==> config.mk <==
export PLATFORM = sky130hd
export DESIGN_NAME = bridge_ctrl_power_mgmt_regs
export DESIGN_NICKNAME = d
export VERILOG_FILES = /design/src/hdl/bridge_ctrl_power_mgmt_regs.v
export VERILOG_INCLUDE_DIRS = /design/src /design/src/hdl
export SDC_FILE = /design/constraint.sdc
export NUM_CORES = 1
export LEC_CHECK = 0
export CAP_MARGIN = 20
export CORE_ASPECT_RATIO = 0.7
export CORE_MARGIN = 2
export CORE_UTILIZATION = 37
export CTS_CLUSTER_DIAMETER = 120
export CTS_CLUSTER_SIZE = 12
export DETAILED_ROUTE_END_ITERATION = 12
export DONT_BUFFER_PORTS = 1
export SLEW_MARGIN = 20
export SYNTH_ARGS = -nofsm -noshare
export SYNTH_HDL_FRONTEND = slang
export SYNTH_SLANG_ARGS = --single-unit
export TNS_END_PERCENT = 5
==> constraint.sdc <==
create_clock -name CLK -period 2.19 [get_ports CLK]
set_input_delay 0.1095 -clock CLK [delete_from_list [all_inputs] [get_ports CLK]]
set_output_delay 0.1095 -clock CLK [all_outputs]
set_load 0.02 [all_outputs]
==> src/hdl/bridge_pm_defs.vh <==
`ifndef BRIDGE_PM_DEFS_VH
`define BRIDGE_PM_DEFS_VH

// register byte addresses
`define ADDR_BRIDGE_CTRL     8'h3C
`define ADDR_PM_CAP          8'h40
`define ADDR_PM_CSR          8'h44
`define ADDR_IRQ_STATUS      8'h80
`define ADDR_IRQ_MASK        8'h84

// bridge control upper fields
`define BC_VGA16_BIT         20
`define BC_SBR_BIT           22
`define BC_VGA16_RST         1'b0
`define BC_SBR_RST           1'b0

// power management capability fields
`define CAP_ID_LO            0
`define CAP_ID_VAL           8'h01
`define CAP_NEXT_LO          8
`define CAP_NEXT_VAL         8'h4C
`define CAP_REV_LO           16
`define CAP_REV_VAL          3'h3
`define CAP_DSI_BIT          21
`define CAP_DSI_RST          1'b0
`define CAP_AUX_LO           22
`define CAP_AUX_HI           24
`define CAP_AUX_RST          3'h7
`define CAP_D1_BIT           25
`define CAP_D1_RST           1'b1
`define CAP_D2_BIT           26
`define CAP_D2_RST           1'b1
`define CAP_PMES_LO          27
`define CAP_PMES_HI          31
`define CAP_PMES_RST         5'h1F

// power management control / status fields
`define CSR_STATE_LO         0
`define CSR_STATE_HI         1
`define CSR_STATE_RST        2'h0
`define CSR_NSR_BIT          3
`define CSR_NSR_RST          1'b1
`define CSR_PMEEN_BIT        8
`define CSR_PMEEN_RST        1'b0
`define CSR_DSEL_LO          9
`define CSR_DSEL_HI          12
`define CSR_DSEL_RST         4'h0

// power state codes
`define PS_D0                2'h0
`define PS_D1                2'h1
`define PS_D2                2'h2
`define PS_D3HOT             2'h3

// VGA I/O windows on the low ten address bits
`define VGA_A_LO             10'h3B0
`define VGA_A_HI             10'h3BB
`define VGA_B_LO             10'h3C0
`define VGA_B_HI             10'h3DF

// interrupt status bits
`define IRQ_D3_D0_BIT        0
`define IRQ_SBR_BIT          1
`define IRQ_PME_BIT          2
`define IRQ_WIDTH            3

// load port targets
`define LOAD_SEL_CAP         1'b0
`define LOAD_SEL_CSR         1'b1

`endif

==> src/hdl/bridge_ctrl_power_mgmt_regs.v <==
// Notes on behaviour
// decode-width bit picks 10 or 16 bits
// VGA windows 3B0-3BB and 3C0-3DF
// secondary bus reset drives hot reset, port reset
// upstream port resets all downstream ports
// legacy bridge control bits read zero
// capability id 01h, next pointer 4Ch
// revision field reads 011b
// device-specific init bit reads zero
// aux current defaults to 111b
// D1 and D2 support default one
// power event support defaults 11111b
// defaults replaceable by load port
// power state field read-write, resets D0
// D3 to D0 write causes hot reset
// skip-internal-reset bit controls internal reset
// event enable gates power event messages
// power event status reads zero
// reserved zero, data select writable, scale zero
`include "bridge_pm_defs.vh"

module bridge_ctrl_power_mgmt_regs
#(
   parameter UPSTREAM = 0,                 // 1 at the upstream port
   parameter PORTS    = 3                  // downstream reset outputs
)
(
   input  wire             CLK,            // core clock, 40 MHz
   input  wire             RST,            // async reset, active high
   input  wire             WB_CYC_I,       // wishbone cycle
   input  wire             WB_STB_I,       // wishbone strobe
   input  wire             WB_WE_I,        // write when high
   input  wire [7:0]       WB_ADR_I,       // byte address
   input  wire [3:0]       WB_SEL_I,       // byte enables
   input  wire [31:0]      WB_DAT_I,       // write data
   output reg  [31:0]      WB_DAT_O,       // read data
   output reg              WB_ACK_O,       // one-cycle acknowledge
   input  wire             LOAD_WE,        // default override strobe
   input  wire             LOAD_SEL,       // 0 capability, 1 csr
   input  wire [31:0]      LOAD_DATA,      // override image
   input  wire             IO_VALID,       // i/o address valid
   input  wire [15:0]      IO_ADDR,        // i/o address
   output reg              VGA_HIT,        // i/o address is vga
   input  wire             PME_REQ,        // power event pending
   output reg              PME_MSG,        // power event message, high while pending and enabled
   output reg              HOT_RESET,      // hot reset on the link
   output reg              INTERNAL_RESET, // internal soft reset pulse
   output reg  [PORTS-1:0] DOWNSTREAM_RESET_OUT_N, // port reset, low
   output wire             IRQ             // level interrupt
);

   // register state
   reg                  vga16;
   reg                  sbr;
   reg                  dsi;
   reg [2:0]            aux;
   reg                  d1_sup;
   reg                  d2_sup;
   reg [4:0]            pme_sup;
   reg [1:0]            pstate;
   reg                  nsr;
   reg                  pme_en;
   reg [3:0]            dsel;
   reg [`IRQ_WIDTH-1:0] irq_status;
   reg [`IRQ_WIDTH-1:0] irq_mask;
   reg                  sbr_q;
   reg [31:0]           next_rdata;

   // bus decode, write images and events
   wire                 bus_req;
   wire                 wr;
   wire                 d3_to_d0;
   wire                 soft_reset;
   wire [`IRQ_WIDTH-1:0] irq_event;
   wire [31:0]          bc_word;
   wire [31:0]          cap_word;
   wire [31:0]          csr_word;
   wire [31:0]          bc_wimg;
   wire [31:0]          csr_wimg;
   wire [31:0]          stat_wimg;
   wire [31:0]          mask_wimg;
   wire                 bc_wr;
   wire                 csr_wr;
   wire                 stat_wr;
   wire                 mask_wr;
   wire                 state_wr;
   wire                 vga_window;
   wire                 vga_upper_ok;

   // byte-lane merge used by every writable register
   // lanes without a select bit keep the old contents
   function [31:0] merge;
      input [31:0] old;
      input [31:0] data;
      input [3:0]  sel;
      integer      i;
      begin
         merge = old;
         for (i = 0; i < 4; i = i + 1)
         begin
            if (sel[i])
               merge[i*8 +: 8] = data[i*8 +: 8];
         end
      end
   endfunction

   // inclusive window check on the low ten address bits
   function in_window;
      input [9:0] a;
      input [9:0] lo;
      input [9:0] hi;
      begin
         in_window = (a >= lo) && (a <= hi);
      end
   endfunction

   // a request is taken while ack is low and answered one edge later
   assign bus_req = WB_CYC_I & WB_STB_I & ~WB_ACK_O;

   // writes land on the edge where the master samples ack high, so the
   // register changes together with the end of the bus cycle
   assign wr      = WB_CYC_I & WB_STB_I & WB_WE_I & WB_ACK_O;

   // one write strobe per register
   assign bc_wr    = wr && (WB_ADR_I == `ADDR_BRIDGE_CTRL);
   assign csr_wr   = wr && (WB_ADR_I == `ADDR_PM_CSR);
   assign stat_wr  = wr && (WB_ADR_I == `ADDR_IRQ_STATUS);
   assign mask_wr  = wr && (WB_ADR_I == `ADDR_IRQ_MASK);

   // lane 0 of the csr carries the power state field
   assign state_wr = csr_wr && WB_SEL_I[0];
   assign d3_to_d0 = state_wr && (pstate == `PS_D3HOT) &&
                     (csr_wimg[`CSR_STATE_HI:`CSR_STATE_LO] == `PS_D0);

   // soft reset only when the skip bit has been cleared by loading
   // the sticky event enable is not part of what it clears
   assign soft_reset = d3_to_d0 & ~nsr;

   // read images; everything not named reads zero
   assign bc_word = {9'h000, sbr, 1'b0, vga16, 20'h00000};

   assign cap_word = {pme_sup, d2_sup, d1_sup, aux, dsi, 1'b0, 1'b0,
                      `CAP_REV_VAL, `CAP_NEXT_VAL, `CAP_ID_VAL};

   // bits 15, 14:13, 7:4 and 2 stay zero
   assign csr_word = {16'h0000, 1'b0, 2'b00, dsel, pme_en, 4'h0, nsr,
                      1'b0, pstate};

   // write images: unselected lanes keep what the register reads now, except in the status image, where they are zero
   assign bc_wimg   = merge(bc_word, WB_DAT_I, WB_SEL_I);
   assign csr_wimg  = merge(csr_word, WB_DAT_I, WB_SEL_I);
   assign stat_wimg = merge(32'h00000000, WB_DAT_I, WB_SEL_I);
   assign mask_wimg = merge({29'h0000000, irq_mask}, WB_DAT_I, WB_SEL_I);

   // wishbone answer one cycle after the strobe, zero for holes
   always @*
   begin
      next_rdata = 32'h00000000;
      case (WB_ADR_I)
         `ADDR_BRIDGE_CTRL: next_rdata = bc_word;
         `ADDR_PM_CAP:      next_rdata = cap_word;
         `ADDR_PM_CSR:      next_rdata = csr_word;
         `ADDR_IRQ_STATUS:  next_rdata = {29'h0, irq_status};
         `ADDR_IRQ_MASK:    next_rdata = {29'h0, irq_mask};
         default:           next_rdata = 32'h00000000;
      endcase
   end

   // acknowledge and read data
   // read data is captured once and held until the next read
   always @(posedge CLK or posedge RST)
   begin
      if (RST)
      begin
         WB_ACK_O <= 1'b0;
         WB_DAT_O <= 32'h00000000;
      end
      else
      begin
         WB_ACK_O <= bus_req;
         if (bus_req && !WB_WE_I)
            WB_DAT_O <= next_rdata;
      end
   end

   // bridge control: writes through byte lane 2 only
   always @(posedge CLK or posedge RST)
   begin
      if (RST)
      begin
         vga16 <= `BC_VGA16_RST;
         sbr   <= `BC_SBR_RST;
      end
      else if (soft_reset)
      begin
         vga16 <= `BC_VGA16_RST;
         sbr   <= `BC_SBR_RST;
      end
      else if (bc_wr)
      begin
         vga16 <= bc_wimg[`BC_VGA16_BIT];
         sbr   <= bc_wimg[`BC_SBR_BIT];
      end
   end

   // capability defaults: read-only to software, loadable from outside
   // bus writes to this word are dropped; only the load port reaches it
   always @(posedge CLK or posedge RST)
   begin
      if (RST)
      begin
         dsi     <= `CAP_DSI_RST;
         aux     <= `CAP_AUX_RST;
         d1_sup  <= `CAP_D1_RST;
         d2_sup  <= `CAP_D2_RST;
         pme_sup <= `CAP_PMES_RST;
      end
      else if (LOAD_WE && (LOAD_SEL == `LOAD_SEL_CAP))
      begin
         dsi     <= LOAD_DATA[`CAP_DSI_BIT];
         aux     <= LOAD_DATA[`CAP_AUX_HI:`CAP_AUX_LO];
         d1_sup  <= LOAD_DATA[`CAP_D1_BIT];
         d2_sup  <= LOAD_DATA[`CAP_D2_BIT];
         pme_sup <= LOAD_DATA[`CAP_PMES_HI:`CAP_PMES_LO];
      end
   end

   // skip-internal-reset bit: only the load port changes it
   // bus writes to bit 3 of the csr are dropped
   always @(posedge CLK or posedge RST)
   begin
      if (RST)
         nsr <= `CSR_NSR_RST;
      else if (LOAD_WE && (LOAD_SEL == `LOAD_SEL_CSR))
         nsr <= LOAD_DATA[`CSR_NSR_BIT];
   end

   // power state and data select; soft reset returns them to default
   always @(posedge CLK or posedge RST)
   begin
      if (RST)
      begin
         pstate <= `CSR_STATE_RST;
         dsel   <= `CSR_DSEL_RST;
      end
      else if (soft_reset)
      begin
         pstate <= `CSR_STATE_RST;
         dsel   <= `CSR_DSEL_RST;
      end
      else if (csr_wr)
      begin
         pstate <= csr_wimg[`CSR_STATE_HI:`CSR_STATE_LO];
         dsel   <= csr_wimg[`CSR_DSEL_HI:`CSR_DSEL_LO];
      end
   end

   // event enable is sticky: a soft reset leaves it alone
   always @(posedge CLK or posedge RST)
   begin
      if (RST)
         pme_en <= `CSR_PMEEN_RST;
      else if (csr_wr)
         pme_en <= csr_wimg[`CSR_PMEEN_BIT];
   end

   // window match on the low ten bits; the upper six bits only count
   // in 16-bit mode, so 10-bit mode aliases every 1 KB block
   assign vga_window   = in_window(IO_ADDR[9:0], `VGA_A_LO, `VGA_A_HI) ||
                         in_window(IO_ADDR[9:0], `VGA_B_LO, `VGA_B_HI);
   assign vga_upper_ok = !vga16 || (IO_ADDR[15:10] == 6'h00);

   // vga decode, registered
   always @(posedge CLK or posedge RST)
   begin
      if (RST)
         VGA_HIT <= 1'b0;
      else
         VGA_HIT <= IO_VALID && vga_window && vga_upper_ok;
   end

   // power event message only while enabled
   // the enable is sticky, so a soft reset does not stop messages
   always @(posedge CLK or posedge RST)
   begin
      if (RST)
         PME_MSG <= 1'b0;
      else
         PME_MSG <= PME_REQ & pme_en;
   end

   // resets: the d3 exit pulses hot reset but never the port pins
   // hot reset follows the bus reset bit as a level, so it lasts as
   // long as software leaves the bit set
   always @(posedge CLK or posedge RST)
   begin
      if (RST)
      begin
         HOT_RESET              <= 1'b0;
         INTERNAL_RESET         <= 1'b0;
         DOWNSTREAM_RESET_OUT_N <= {PORTS{1'b1}};
         sbr_q                  <= 1'b0;
      end
      else
      begin
         HOT_RESET      <= sbr | d3_to_d0;
         INTERNAL_RESET <= soft_reset;
         sbr_q          <= sbr;
         if (UPSTREAM != 0)
            DOWNSTREAM_RESET_OUT_N <= {PORTS{~sbr}};
         else
            DOWNSTREAM_RESET_OUT_N <= {{(PORTS-1){1'b1}}, ~sbr};
      end
   end

   // events feeding the sticky status bits
   assign irq_event = {PME_REQ & pme_en, // power event message
                       sbr & ~sbr_q,     // bus reset bit rising
                       d3_to_d0};        // wake from d3hot

   // status: write one to clear, a new event wins over the clear
   // so an event in the clearing cycle is never lost
   always @(posedge CLK or posedge RST)
   begin
      if (RST)
      begin
         irq_status <= {`IRQ_WIDTH{1'b0}};
         irq_mask   <= {`IRQ_WIDTH{1'b0}};
      end
      else
      begin
         if (stat_wr)
            irq_status <= (irq_status & ~stat_wimg[`IRQ_WIDTH-1:0]) |
                          irq_event;
         else
            irq_status <= irq_status | irq_event;
         if (mask_wr)
            irq_mask <= mask_wimg[`IRQ_WIDTH-1:0];
      end
   end

   // mask bit one lets the status bit through
   assign IRQ = |(irq_status & irq_mask);

endmodule // bridge_ctrl_power_mgmt_regs

==> results.yml <==
timing:
  finClkSkew_ps: 11.8
  worst_pin_slew_ps: 708
  hold_viol: 0
  finalWorstPathRequiredPeriod_ps: 1860
  finalSetupViolCount: 0
  fmax_mhz: 539
  rsz0062_at_grt: "no"
  finalMaxSlewViolations: 0
  slew_headroom: 0.528
  finalCritPeriodShare: 0.847
  hold_ws_ps: 11.6
  setup_tns_ps: 0
placed_design:
  portBuffers: 0
  place_congestion: 0.872
  dpl.hpwl_mm: 4.05
die:
  rows: 25
  die_area_um2: 7530
  die_x_um: 103
  die_y_um: 73.2
  io_pins: 142
  initial_utilization: 0.378
  core_um2: 6690
power_and_ir_drop:
  ir_drop_mv: 0.367
  net-switching-power_uw: 446
  pwr-share-comb: 0.080
  p_leak_uw: 0.00137
  total_power_uw: 1990
  clkPwrFrac: 0.361
  power_frac_seq: 0.559
  power_density_nw_per_um2: 664
  switching_share: 0.224
  p_int_uw: 1550
global_routing:
  grt_use_total: 0.159
  grt.overflow.total: 0
  grt_pass1_vias: 1695
  grt_start_max_net_pins: 57
  grt_pass1_wl_mm: 8.93
  antenna_found_initial: 1
yosys:
  synthAdderAreaFrac: 0
  synth_compound_area_frac: 0.0979
  yosys_warnings: 0
  synth-seq-cells: 56
  syn_inst: 202
  synth_top_family_by_area: "simple AND/OR/NAND/NOR gates"
  muxShareOfSynthArea: 0.117
  synth_seq_area_share: 0.560
  syn_area_um2: 2530
  synth-async-reset-ratio: 1.00
  synth_flop_cell: "dfrtp_1"
  yosys.area_share.simple: 0.163
  synth_cell_types: 47
  synth.avg_cell_area_um2: 12.5
  synth_xor_area_frac: 0.00346
  synth_edf_count: 0
cts:
  postCtsSetupBuffers: 0
  cts_tree: "yes"
  cts.htree.levels: 2
  cts_max_path_buffers: 2
  clock_sinks: 56
  clkLatencyLatePin_ps: 310
  cts_inserted_buffers: 5
  root_buffer: "clkbuf_8"
  path_clk_slew_ps: 100
critical_path:
  reg2reg_from: "WB_ACK_O"
  r2r_end: "pme_en"
  reg2regPathDepth: 3
  arrival_ps: 2100
  cp-end-kind: "flip-flop"
  crit_fanout: 1
  critical_path.startpoint_type: "primary input"
  required_ps: 2440
  crit_type: "in2reg"
  reg2reg_setup_slack_ps: 400
routing:
  drt_wl_total_mm: 5.74
  wl_per_cell_um: 17.5
  drtAntennaViolNets: 0
  drt_iter0_markers: 87
  via_per_inst: 5.13
  vias: 1681
  drtPass1Iterations: 4
  drc: 0
final_layout:
  multi_input_area_um2: 1000
  regArea_um2: 1420
  fillCellCount: 657
  nets: 333
  syn2layout_area_growth_pct: 18.7
  drive_gt1_frac: 0.219
  mostFrequentLayoutCell: "dfrtp_1"
  mostFrequentLayoutCells: "44 x dfrtp_1, 29 x dlygate4sd3_1, 17 x nand2_1, 16 x a22o_1"
hold_path:
  hold_end: "WB_DAT_O[2]"
  hold_start: "WB_ADR_I[1]"
  min_path_type: "in2reg"
  min_path_cells: 3
flow_run:
  maxCapViolCount: 0
run_status:
  status: "finished clean"
[critical path, stage by stage]
cell and delay (ps):
dlygate4sd3_1 540, nand4_1 80, dlygate4sd3_1 580, a221oi_1 200, dlygate4sd3_1 590
[synthesized netlist by cell type (all sizes together) (2+ instances only)]
cell    number  area share
a21o         2      0.0059
a21oi        2      0.0040
a22o        16       0.055
and4         3       0.010
buf         17       0.046
clkbuf       2      0.0030
conb         2      0.0030
dfrtp       44        0.44
dfstp       12        0.12
inv          4      0.0059
mux2        20       0.093
mux2i        6       0.024
nand2       17       0.025
nand3        2      0.0040
nand4        5       0.015
nor2        14       0.021
nor2b        2      0.0049
nor3         2       0.010
nor4b        5       0.034
o21ai        5      0.0099
o31ai        3      0.0089
or2          2      0.0059
[power by group through the flow]
stage               clock [µW]  combinational [µW]  sequential, µW
finish                     720                 160            1120
floorplan                    0                 115            1130
global route               783                 178            1120
global placement             0                 116            1130
detailed placement           0                 119            1140
CTS                        742                 161            1120
[how the worst max path moves through the flow]
stage / from / cells after the start / to
after floorplan: WB_ACK_O / 4 / irq_mask[0]
after global placement: WB_ACK_O / 3 / pme_en
after detailed placement: WB_ACK_O / 3 / pme_en
after CTS: WB_ACK_O / 3 / pme_en
after global routing: IO_ADDR[8] / 5 / VGA_HIT
final: IO_ADDR[8] / 5 / VGA_HIT
[per-stage QoR]
stage,cells,util,cell area (µm²),worst slack (ps)
CTS,327,0.448,3000,404
finish,328,0.449,3000,334
floorplan,210,-,2560,630
detailed placement,290,0.387,2590,424
global route,328,0.449,3000,245
global placement,290,0.387,2590,423
[logic make-up after synthesis]
kind of cell / count (synthesis)
AO/OA/AOI/OAI: 32
multiplexers: 26
XOR/XNOR: 1
other: 2
AND/OR/NAND/NOR: 62
buffers and inverters: 23
flip-flops: 56
[metal layers]
metal,track usage,part of all wire,vias up,wire [µm]
met5,0,0,-,0
met4,0.0336,0.011,0,64
met3,0.0556,0.11,7,620
met2,0.232,0.44,85,2550
met1,0.231,0.44,819,2510
li1,-,-,770,-
[what timing repair did]
action | in CTS | in global routing
gates resized for setup | 0 | 0
endpoints found under the hold margin | 73 | 0
hold buffers | 29 | 0
[sequential cells by signal, summed over array words and instances, names as in the netlist, 2 cells and up]
signal and count:
aux 3, irq_status 3, pme_sup 5, pstate 2
irq_mask 3, WB_DAT_O 22, dsel 4
[area by class of cell]
class / instances / share of cell area
sequential: 56 / 0.471
clock inverter: 2 / 0.0129
inverter: 4 / 0.00500
multi-input combinational: 131 / 0.334
tap: 94 / 0.0392
timing repair buffer: 34 / 0.109
antenna: 1 / 0.000833
clock buffer: 6 / 0.0275
(Power assumes the default switching activity.)
